### src/inc/latency_table_pkg.sv
// constants for the sdr read latency lookup
package latency_table_pkg;
  localparam logic [7:0] NOT_SUPPORTED = 8'hff;
  localparam int ROW_COUNT = 6;
  localparam int ROW_LEN = 14;
  localparam int TABLE_BYTES = 88;
  localparam logic [7:0] PARAM_ID = 8'h90;
  localparam logic [7:0] PARAM_LEN = 8'h56;
  localparam logic [1:0] CODE_80 = 2'h0;
  localparam logic [1:0] CODE_90 = 2'h1;
  localparam logic [1:0] CODE_104 = 2'h2;
  localparam logic [1:0] CODE_50 = 2'h3;
  localparam logic [7:0] FREQ_80 = 8'h50;
  localparam logic [7:0] FREQ_90 = 8'h5a;
  localparam logic [7:0] FREQ_104 = 8'h68;
  localparam logic [7:0] FREQ_133 = 8'h85;
  // cycle counts handed back by the lookup, and what they read after reset
  localparam logic [7:0] CYCLES_RESET = 8'h00;
  localparam logic [7:0] MODE_NONE = 8'h00;
  localparam logic [7:0] MODE_DIO = 8'h04;
  localparam logic [7:0] MODE_QIO = 8'h02;
  localparam logic [7:0] LAT_SLOW = 8'h00;
  localparam logic [7:0] LAT_FAST = 8'h08;
  localparam logic [7:0] LAT_DIO_50 = 8'h00;
  localparam logic [7:0] LAT_DIO_80 = 8'h00;
  localparam logic [7:0] LAT_DIO_90 = 8'h01;
  localparam logic [7:0] LAT_DIO_104 = 8'h02;
  localparam logic [7:0] LAT_QIO_50 = 8'h01;
  localparam logic [7:0] LAT_QIO_80 = 8'h04;
  localparam logic [7:0] LAT_QIO_90 = 8'h04;
  localparam logic [7:0] LAT_QIO_104 = 8'h05;
  localparam logic [7:0] OP_READ_3B = 8'h03;
  localparam logic [7:0] OP_READ_4B = 8'h13;
  localparam logic [7:0] OP_FAST_3B = 8'h0b;
  localparam logic [7:0] OP_FAST_4B = 8'h0c;
  localparam logic [7:0] OP_DOUT_3B = 8'h3b;
  localparam logic [7:0] OP_DOUT_4B = 8'h3c;
  localparam logic [7:0] OP_QOUT_3B = 8'h6b;
  localparam logic [7:0] OP_QOUT_4B = 8'h6c;
  localparam logic [7:0] OP_DIO_3B = 8'hbb;
  localparam logic [7:0] OP_DIO_4B = 8'hbc;
  localparam logic [7:0] OP_QIO_3B = 8'heb;
  localparam logic [7:0] OP_QIO_4B = 8'hec;
  typedef enum logic [2:0] {
    CMD_READ = 3'h0, CMD_FAST = 3'h1, CMD_DOUT = 3'h2,
    CMD_QOUT = 3'h3, CMD_DIO = 3'h4, CMD_QIO = 3'h5, CMD_NONE = 3'h7
  } read_cmd_t;
endpackage

### src/verilog/latency_code_table_rom.sv
// byte-addressed rom holding the sdr latency parameter block, registered read data
`timescale 1ns/1ps
module latency_code_table_rom
  import latency_table_pkg::*;
#(
  parameter int ADDR_W = 7
) (
  input wire logic clock_i,
  input wire logic reset_n_i,
  input wire logic [ADDR_W-1:0] addr_i,
  output logic [7:0] data_o
);
  // fewer address bits could not reach the last rows of the block
  if ((1 << ADDR_W) < TABLE_BYTES) begin : g_addr_check
    $error("rom address too narrow");
  end

  function automatic logic [7:0] rom_byte(input logic [6:0] a);
    logic [7:0] v;
    v = 8'h00;
    unique case (a)
      7'h00: v = PARAM_ID;  7'h01: v = PARAM_LEN;
      7'h02: v = 8'h06;     7'h03: v = 8'h0e;
      7'h04: v = 8'h46;     7'h05: v = 8'h43;
      7'h06: v = OP_READ_3B; 7'h07: v = OP_READ_4B;
      7'h08: v = OP_FAST_3B; 7'h09: v = OP_FAST_4B;
      7'h0a: v = OP_DOUT_3B; 7'h0b: v = OP_DOUT_4B;
      7'h0c: v = OP_QOUT_3B; 7'h0d: v = OP_QOUT_4B;
      7'h0e: v = OP_DIO_3B;  7'h0f: v = OP_DIO_4B;
      7'h10: v = OP_QIO_3B;  7'h11: v = OP_QIO_4B;
      7'h12: v = 8'h32; 7'h13: v = {6'h00, CODE_50};
      7'h1c: v = 8'h04; 7'h1e: v = 8'h02; 7'h1f: v = 8'h01;
      7'h20: v = FREQ_80; 7'h21: v = {6'h00, CODE_80};
      7'h22, 7'h23: v = NOT_SUPPORTED;
      7'h25, 7'h27, 7'h29: v = 8'h08;
      7'h2a: v = 8'h04; 7'h2c: v = 8'h02; 7'h2d: v = 8'h04;
      7'h2e: v = FREQ_90; 7'h2f: v = {6'h00, CODE_90};
      7'h30, 7'h31: v = NOT_SUPPORTED;
      7'h33, 7'h35, 7'h37: v = 8'h08;
      7'h38: v = 8'h04; 7'h39: v = 8'h01; 7'h3a: v = 8'h02; 7'h3b: v = 8'h04;
      7'h3c: v = FREQ_104; 7'h3d: v = {6'h00, CODE_104};
      7'h3e, 7'h3f: v = NOT_SUPPORTED;
      7'h41, 7'h43, 7'h45: v = 8'h08;
      7'h46: v = 8'h04; 7'h47: v = 8'h02; 7'h48: v = 8'h02; 7'h49: v = 8'h05;
      7'h4a: v = FREQ_133; 7'h4b: v = {6'h00, CODE_104};
      7'h4c, 7'h4d: v = NOT_SUPPORTED;
      7'h4f: v = 8'h08;
      7'h50, 7'h51, 7'h52, 7'h53, 7'h54, 7'h55, 7'h56, 7'h57: v = NOT_SUPPORTED;
      default: v = 8'h00;
    endcase
    return v;
  endfunction

  always_ff @(posedge clock_i or negedge reset_n_i) begin
    if (!reset_n_i) begin
      data_o <= 8'h00;
    end else begin
      // bytes past the block read as zero, also on a wider address bus
      data_o <= (addr_i < ADDR_W'(TABLE_BYTES)) ? rom_byte(7'(addr_i)) : 8'h00;
    end
  end
endmodule

### src/verilog/sdr_read_latency_table.sv
// sdr read latency lookup: parameter bytes and decoded mode/latency per opcode and code
`timescale 1ns/1ps
module sdr_read_latency_table
  import latency_table_pkg::*;
#(
  parameter int ADDR_W = 7
) (
  input wire logic clock_i,
  input wire logic reset_n_i,
  input wire logic [ADDR_W-1:0] table_addr_i,
  output logic [7:0] table_data_o,
  input wire logic lookup_valid_i,
  input wire logic [7:0] opcode_i,
  input wire logic [1:0] latency_code_i,
  input wire logic high_freq_i,
  output logic lookup_done_o,
  output logic [7:0] mode_cycles_o,
  output logic [7:0] latency_cycles_o,
  output logic supported_o
);
  read_cmd_t cmd;
  logic [7:0] mode_next;
  logic [7:0] lat_next;

  // one entry per table row after the opcode row; rows five and six share code 10b
  typedef enum logic [2:0] {
    ROW_50 = 3'h0,
    ROW_80 = 3'h1,
    ROW_90 = 3'h2,
    ROW_104 = 3'h3,
    ROW_133 = 3'h4
  } table_row_t;
  table_row_t row_sel;

  // fewer address bits could not reach the last rows of the parameter block
  if ((1 << ADDR_W) < TABLE_BYTES) begin : g_addr_check
    $error("table address too narrow for the parameter block");
  end

  latency_code_table_rom #(.ADDR_W(ADDR_W)) rom_u (
    .clock_i(clock_i),
    .reset_n_i(reset_n_i),
    .addr_i(table_addr_i),
    .data_o(table_data_o)
  );

  always_comb begin
    unique case (opcode_i)
      OP_READ_3B, OP_READ_4B: cmd = CMD_READ;
      OP_FAST_3B, OP_FAST_4B: cmd = CMD_FAST;
      OP_DOUT_3B, OP_DOUT_4B: cmd = CMD_DOUT;
      OP_QOUT_3B, OP_QOUT_4B: cmd = CMD_QOUT;
      OP_DIO_3B, OP_DIO_4B: cmd = CMD_DIO;
      OP_QIO_3B, OP_QIO_4B: cmd = CMD_QIO;
      default: cmd = CMD_NONE;
    endcase
  end

  always_comb begin
    row_sel = ROW_50;
    unique case (latency_code_i)
      CODE_50: row_sel = ROW_50;
      CODE_80: row_sel = ROW_80;
      CODE_90: row_sel = ROW_90;
      CODE_104: begin
        // the code alone cannot tell 104 from 133 MHz; the host knows its clock
        if (high_freq_i) begin
          row_sel = ROW_133;
        end else begin
          row_sel = ROW_104;
        end
      end
    endcase
  end

  // every entry starts unsupported, so a command left out of a row reads as ffh
  always_comb begin
    mode_next = NOT_SUPPORTED;
    lat_next = NOT_SUPPORTED;
    unique case (row_sel)
      ROW_50: begin
        unique case (cmd)
          CMD_READ: begin
            mode_next = MODE_NONE;
            lat_next = LAT_SLOW;
          end
          CMD_FAST: begin
            mode_next = MODE_NONE;
            lat_next = LAT_SLOW;
          end
          CMD_DOUT: begin
            mode_next = MODE_NONE;
            lat_next = LAT_SLOW;
          end
          CMD_QOUT: begin
            mode_next = MODE_NONE;
            lat_next = LAT_SLOW;
          end
          CMD_DIO: begin
            mode_next = MODE_DIO;
            lat_next = LAT_DIO_50;
          end
          CMD_QIO: begin
            mode_next = MODE_QIO;
            lat_next = LAT_QIO_50;
          end
          default: ;
        endcase
      end
      ROW_80: begin
        unique case (cmd)
          CMD_READ: ;
          CMD_FAST: begin
            mode_next = MODE_NONE;
            lat_next = LAT_FAST;
          end
          CMD_DOUT: begin
            mode_next = MODE_NONE;
            lat_next = LAT_FAST;
          end
          CMD_QOUT: begin
            mode_next = MODE_NONE;
            lat_next = LAT_FAST;
          end
          CMD_DIO: begin
            mode_next = MODE_DIO;
            lat_next = LAT_DIO_80;
          end
          CMD_QIO: begin
            mode_next = MODE_QIO;
            lat_next = LAT_QIO_80;
          end
          default: ;
        endcase
      end
      ROW_90: begin
        unique case (cmd)
          CMD_READ: ;
          CMD_FAST: begin
            mode_next = MODE_NONE;
            lat_next = LAT_FAST;
          end
          CMD_DOUT: begin
            mode_next = MODE_NONE;
            lat_next = LAT_FAST;
          end
          CMD_QOUT: begin
            mode_next = MODE_NONE;
            lat_next = LAT_FAST;
          end
          CMD_DIO: begin
            mode_next = MODE_DIO;
            lat_next = LAT_DIO_90;
          end
          CMD_QIO: begin
            mode_next = MODE_QIO;
            lat_next = LAT_QIO_90;
          end
          default: ;
        endcase
      end
      ROW_104: begin
        unique case (cmd)
          CMD_READ: ;
          CMD_FAST: begin
            mode_next = MODE_NONE;
            lat_next = LAT_FAST;
          end
          CMD_DOUT: begin
            mode_next = MODE_NONE;
            lat_next = LAT_FAST;
          end
          CMD_QOUT: begin
            mode_next = MODE_NONE;
            lat_next = LAT_FAST;
          end
          CMD_DIO: begin
            mode_next = MODE_DIO;
            lat_next = LAT_DIO_104;
          end
          CMD_QIO: begin
            mode_next = MODE_QIO;
            lat_next = LAT_QIO_104;
          end
          default: ;
        endcase
      end
      ROW_133: begin
        unique case (cmd)
          CMD_FAST: begin
            mode_next = MODE_NONE;
            lat_next = LAT_FAST;
          end
          default: ;
        endcase
      end
      default: ;
    endcase
  end

  always_ff @(posedge clock_i or negedge reset_n_i) begin
    if (!reset_n_i) begin
      lookup_done_o <= 1'b0;
    end else begin
      lookup_done_o <= lookup_valid_i;
    end
  end

  // answers stand until the next request, so a slow host may read them late
  always_ff @(posedge clock_i or negedge reset_n_i) begin
    if (!reset_n_i) begin
      mode_cycles_o <= CYCLES_RESET;
      latency_cycles_o <= CYCLES_RESET;
    end else if (lookup_valid_i) begin
      mode_cycles_o <= mode_next;
      latency_cycles_o <= lat_next;
    end
  end

  always_ff @(posedge clock_i or negedge reset_n_i) begin
    if (!reset_n_i) begin
      supported_o <= 1'b0;
    end else if (lookup_valid_i) begin
      supported_o <= (mode_next != NOT_SUPPORTED) && (lat_next != NOT_SUPPORTED);
    end
  end
endmodule

### config.mk
export PLATFORM = sky130hd
export DESIGN_NAME = sdr_read_latency_table
export DESIGN_NICKNAME = d
export VERILOG_FILES = /design/src/inc/latency_table_pkg.sv /design/src/verilog/latency_code_table_rom.sv /design/src/verilog/sdr_read_latency_table.sv
export SDC_FILE = /design/constraint.sdc
export NUM_CORES = 1
export LEC_CHECK = 0
export CAP_MARGIN = 15
export CORE_AREA = 2 2 70 72
export CTS_CLUSTER_DIAMETER = 80
export DETAILED_ROUTE_END_ITERATION = 8
export DIE_AREA = 0 0 72 74
export DONT_BUFFER_PORTS = 1
export PLACE_DENSITY = 0.59
export SYNTH_ARGS = -nofsm -noshare
export SYNTH_HDL_FRONTEND = slang
export SYNTH_SLANG_ARGS = --single-unit
### constraint.sdc
create_clock -name clock_i -period 0.8 [get_ports clock_i]
set_input_delay 0.16 -clock clock_i [delete_from_list [all_inputs] [get_ports clock_i]]
set_output_delay 0.16 -clock clock_i [all_outputs]
set_load 0.05 [all_outputs]
# Word-level counts from Yosys, hierarchy flattened
# Memories as Yosys holds them, arrays and structs flattened.
# Cells that the tools add are included.
# totals
memories	1
in_bits	21
register_bits	26
rom_bits	1024
elab_cells	61
# op_classes
n_reduce_logical	14
n_mux	14
n_eq_ne	26
n_lt_le_gt_ge	1
# mem_list
name	depth	word_bits	rd	rd_ports_with_merged_regs	write_ports	line	rtl
(name not given)	128	8	1	0	0	latency_code_table_rom.sv:21	unique case (a)
# ops
cell	count
$pmux W8 S3	6
$pmux W8 S5	1
$eq A8 B8 Y1 const B	4
$mux W8	3
$pmux W3 S6	1
$eq A8 B4 Y1 const B	2
$eq A8 B6 Y1 const B	2
$eq A8 B7 Y1 const B	2
$ne A8 B8 Y1 const B	2
$pmux W8 S2	1
$eq A3 B2 Y1 const B	4
$pmux W3 S4	1
$reduce_or A2 Y1	6
$eq A3 B3 Y1 const B	3
$eq A8 B2 Y1 const B	1
$eq A8 B5 Y1 const B	1
$lt A7 B7 Y1 const B	1
$eq A3 B1 Y1 const B	2
$logic_not A3 Y1	2
$reduce_or A3 Y1	2
$reduce_or A5 Y1	1
$eq A2 B2 Y1 const B	2
$reduce_or A4 Y1	1
$mux W3	1
other kinds (3)	3

# Depth between registers and ports, before layout
# depth
ltp_word	9
depth_mapped	8
depth_no_buf	7

# Modules after synthesis
# Synthesis repeated with hierarchy kept, for this count alone.
# unflattened
hier_cells	215
area_unflattened_um2	1854.3
# by_module_without_submodules
mod	cells_per_inst	n_inst	area_per_inst_um2	seq_area_each_um2
latency_code_table_rom	137	1	1114.8	200.2
sdr_read_latency_table	78	1	739.5	250.2

# Worst setup path after synthesis
# Ideal clock, no wire load.
# synth_path
kind	in2reg
start	input port opcode_i[5]
end	register latency_cycles_o[6]
slack_ps	-798
path_buffers	2
required_ps	673
setup_ps	127
arrival_ps	1471
stages	7
path_cell_list	buf_6 > or4_4 > buf_6 > a32oi_4 > nor3_2 > a211oi_2 > nor2_1
# synth_via
elab_chain_len	7
# synth_lines
element	line	rtl
from (decl)	sdr_read_latency_table.sv:13	input wire logic [7:0] opcode_i,
$eq A8 B8 Y1, or another cell as far along	sdr_read_latency_table.sv:48	unique case (opcode_i)
$reduce_or A2 Y1	sdr_read_latency_table.sv:48	
$pmux W3 S6 *	sdr_read_latency_table.sv:48	
$eq A3 B1 Y1, or another cell as far along	--	
$reduce_or A5 Y1 (no source line) / $reduce_or A3 Y1 (equally long branches)	--	
$pmux W8 S2, or another cell as far along	sdr_read_latency_table.sv:82	unique case (cmd)
$pmux W8 S5 *	sdr_read_latency_table.sv:80	unique case (row_sel)
to (signal assigned)	sdr_read_latency_table.sv:216	latency_cycles_o <= lat_next;
to (decl)	sdr_read_latency_table.sv:18	output logic [7:0] latency_cycles_o,
# Mark *: on every way between the ends. The rest lies on a longest branch, timed or not.
# A chain may end at the register's enable or synchronous reset.

# Worst setup path in the final report
# layout_path
start	input port opcode_i[4]
end	register mode_cycles_o[6]
# layout_via
elab_chain_len	7
# layout_lines
element	line	rtl
$eq A8 B8 Y1, or another cell as far along	sdr_read_latency_table.sv:48	
$reduce_or A2 Y1	sdr_read_latency_table.sv:48	
$pmux W3 S6 *	sdr_read_latency_table.sv:48	
$eq A3 B1 Y1, or another cell as far along	--	
$reduce_or A4 Y1 (no source line) / $reduce_or A3 Y1 (equally long branches)	--	
$pmux W8 S3, on equally long branches	--	
$pmux W8 S3 *	sdr_read_latency_table.sv:80	
to (signal assigned)	sdr_read_latency_table.sv:215	mode_cycles_o <= mode_next;
to (decl)	sdr_read_latency_table.sv:17	output logic [7:0] mode_cycles_o,
# Marked as above.

==> run_results.csv <==
group,metric,value,unit
clock_network,clk_pin_slew,60,ps
placement,numPlacedInstances,292,
timing,fmax,807,MHz
flow_run,cap_violations,0,
route,dr.first_iter.drc_count,103,
critical_path,cp.required,930,ps
route,ant_nets,0,
route,via_per_inst,5.74,
clock_network,cts.sinks,18,
layout,drive_above_1_share,45.7,%
outcome,status,"finished with violations",
grt,grt.overflow.total,0,
placement,port_buffers,0,
critical_path,endpoint_kind,"flop",
critical_path,cp-start-kind,"input pin",
clock_network,cts_tree,"yes",
die,fp.dieH,74,um
synthesis,synthesis.area,1770,um^2
critical_path,cpMaxStageDelayCell,"or4_4",
clock_network,cts_max_level,1,
timing,setup_viol,42,
die,initial_utilization,38.6,%
die,rows,25,
grt,grt_max_degree,31,
die,die_width,72,um
grt,grt_pass1_wl,7900,um
layout,fin_util,58.9,%
synthesis,ys_seq_area_share,25.4,%
critical_path,crit_chain,"or4_4 -> a32oi_4 -> nor3_2 -> a211oi_2 -> nor2_1",
placement,gp_congestion,0.939,
critical_path,crit_path_max_incr_delay,560,ps
synthesis,synth_area_per_cell,7.99,um^2
critical_path,reg2reg_from,"supported_o",
critical_path,startpoint,"opcode_i[4]",
synthesis,synthFlopType,"dfrtp_1",
timing,skew,0,ps
layout,antennaDiodeCount,0,
timing,period_needed,1240,ps
power,p_leak,1.06,nW
power,max-vdd-ir-drop,0.596,mV
route,post_drt_wl_per_cell,15.4,um
route,drc,0,
synthesis,synthArstFlopShare,100,%
placement,dp_hpwl,3360,um
timing,maxSlewViolCount,0,
timing,rsz0062_at_grt,"true",
synthesis,yosysTopAreaCellShare,25.4,%
synthesis,syn_nets,249,
timing,hold_slack,-28.1,ps
timing,worst_pin_slew,761,ps
critical_path,crit_type,"in2reg",
grt,grt_pass1_vias,1707,
die,core,4600,um^2
route,num_vias,1778,
synthesis,synth_area_leaders,"dfrtp_1, o21ai_0, a21oi_1, ha_1, nor2_1",
outcome,failed_checks,"hold timing, setup timing",
placement,place_ws,-696,ps
layout,stdcell_count,310,
grt,grt.total_usage,18.4,%
timing,final_hold_viol_count,18,
timing,period_share,155,%
die,dieArea,5330,um^2
layout,fillers,401,
critical_path,reg2reg_slack,-140,ps
synthesis,synth_seq_cells,18,
critical_path,arrival,1370,ps
synthesis,yosys.area.top_type,"dfrtp_1",
critical_path,reg2reg_to,"supported_o",
power,p_per_area,1270,nW/um^2
critical_path,crit_end,"mode_cycles_o[6]",
timing,slew_headroom,49.2,%
die,ios,47,
synthesis,synth_cell_types,59,
clock_network,insertion_delay,240,ps
worst_hold_path,hold_path.class,"in2async",
synthesis,syn-instance-count,222,
grt,antenna_found_initial,0,
synthesis,synth_edf_count,0,
clock_network,cts_root_buffer,"clkbuf_8",
synthesis,yosys_warnings,0,
clock_network,cts_buffers,3,
layout,syn2layout_area_growth,52.7,%
critical_path,r2r_cells,3,
timing,setup_slack,-439,ps
route,firstDrtPassIters,4,
layout,nNetsFinal,284,
clock_network,cts_buffer_depth,2,
route,wirelength,4780,um
critical_path,crit_fanout,7,
cell usage after synthesis (all sizes together) (2+ instances only):
cell type,number
nand2,18
o31ai,4
nor3,7
o211ai,3
nor2,18
o32a,2
o21ai,20
buf,14
and3,2
o2bb2ai,2
nand3b,3
nor2b,3
nor3b,2
and2,3
nand2b,6
inv,6
a211oi,6
ha,6
o32ai,3
nand3,6
o21a,3
dfrtp,18
a31oi,4
a21o,2
a21oi,17
or3,2
mux2i,3
o22ai,4
clkbuf,11
a221oi,2
a21boi,3
flip-flops by register name (all words and copies together) (netlist names):
name              cells
supported_o           1
lookup_done_o         1
mode_cycles_o         3
latency_cycles_o      5
rom_u.data_o          8
critical path, delay by kind of cell:
| family | cells | cell delay (ps) |
|---|---|---|
| simple gates | 3 | 730 |
| compound gates | 2 | 470 |
report_power, final:
part,internal (mW),switching [mW]
clock,0.436,0.279
sequential,0.999,0.0843
combinational,0.782,0.868
worst min path at each step:
stage / depth (start not counted) / slack, ps / to / startpoint
floorplan: 0 / -140 / latency_cycles_o[0] / reset_n_i
global placement: 0 / -130 / latency_cycles_o[3] / reset_n_i
detailed placement: 0 / -130 / lookup_done_o / reset_n_i
CTS: 1 / 0.5 / rom_u.data_o[3] / table_addr_i[5]
global route: 1 / 0.5 / rom_u.data_o[0] / table_addr_i[5]
finish: 1 / -30 / lookup_done_o / reset_n_i
what timing repair did:
item / CTS / global route
endpoints found under the hold margin: 22 / 1
endpoints found under the setup margin: 43 / 61
hold buffers: 5 / 1
cloned: 0 / 0
pin swaps: 25 / 13
resized for setup: 24 / 10
setup buffers: 6 / 3
cells in the final DEF, fill, tap and decap left out, drive strengths merged, types with 2 or more instances in the layout:
cell,n
a211oi,6
a21boi,3
a21o,2
a21oi,17
a221oi,2
a31oi,4
and2,3
and3,2
buf,49
clkbuf,4
dfrtp,18
dlygate4sd3,5
ha,6
inv,5
mux2i,3
nand2,18
nand2b,6
nand3,6
nand3b,3
nor2,18
nor2b,3
nor3,7
nor3b,2
o211ai,3
o21a,3
o21ai,20
o22ai,4
o2bb2ai,2
o31ai,4
o32a,2
o32ai,3
or3,2
area by class of cell:
| cell class | instances | area, um^2 | area share, % |
|---|---|---|---|
| clock buffers | 4 | 55.1 | 2.03 |
| inverters | 6 | 38.8 | 1.43 |
| multi-input cells | 173 | 1420 | 52.4 |
| flip-flops and latches | 18 | 455 | 16.8 |
| well taps | 54 | 67.6 | 2.49 |
| repair buffers | 55 | 672 | 24.8 |
cells by family (layout without fill, tap and decap cells):
kind of cell	count (synthesis)	in the layout	share of synthesized area, %
and+or+nand+nor	76	76	23.8
DFF	18	18	25.4
adders and majority gates	6	6	4.23
buffers and inverters	31	65	9.80
xor gates and xnor gates	1	1	0.494
muxes	4	4	2.33
AOI/OAI and AO/OA	86	86	34.0
stage by stage:
step                cell area, um^2  setup TNS, ps  total power, mW
floorplan                      2060         -10050             2.26
global placement               2410          -9370             2.57
detailed placement             2410          -9520             2.58
CTS                            2650         -13460             3.43
global route                   2710         -11700             3.61
finish                         2710         -10230             3.45
routing by layer:
layer  share of wire [%]  vias up  track usage (%)
met5                   0        -                0
met4                 1.4        0             7.13
met3                 4.7        8             3.52
met2                  46       43             27.9
met1                  48      846             26.0
li1                    -      881                -
Note: power is estimated with default switching activity, not from simulation.
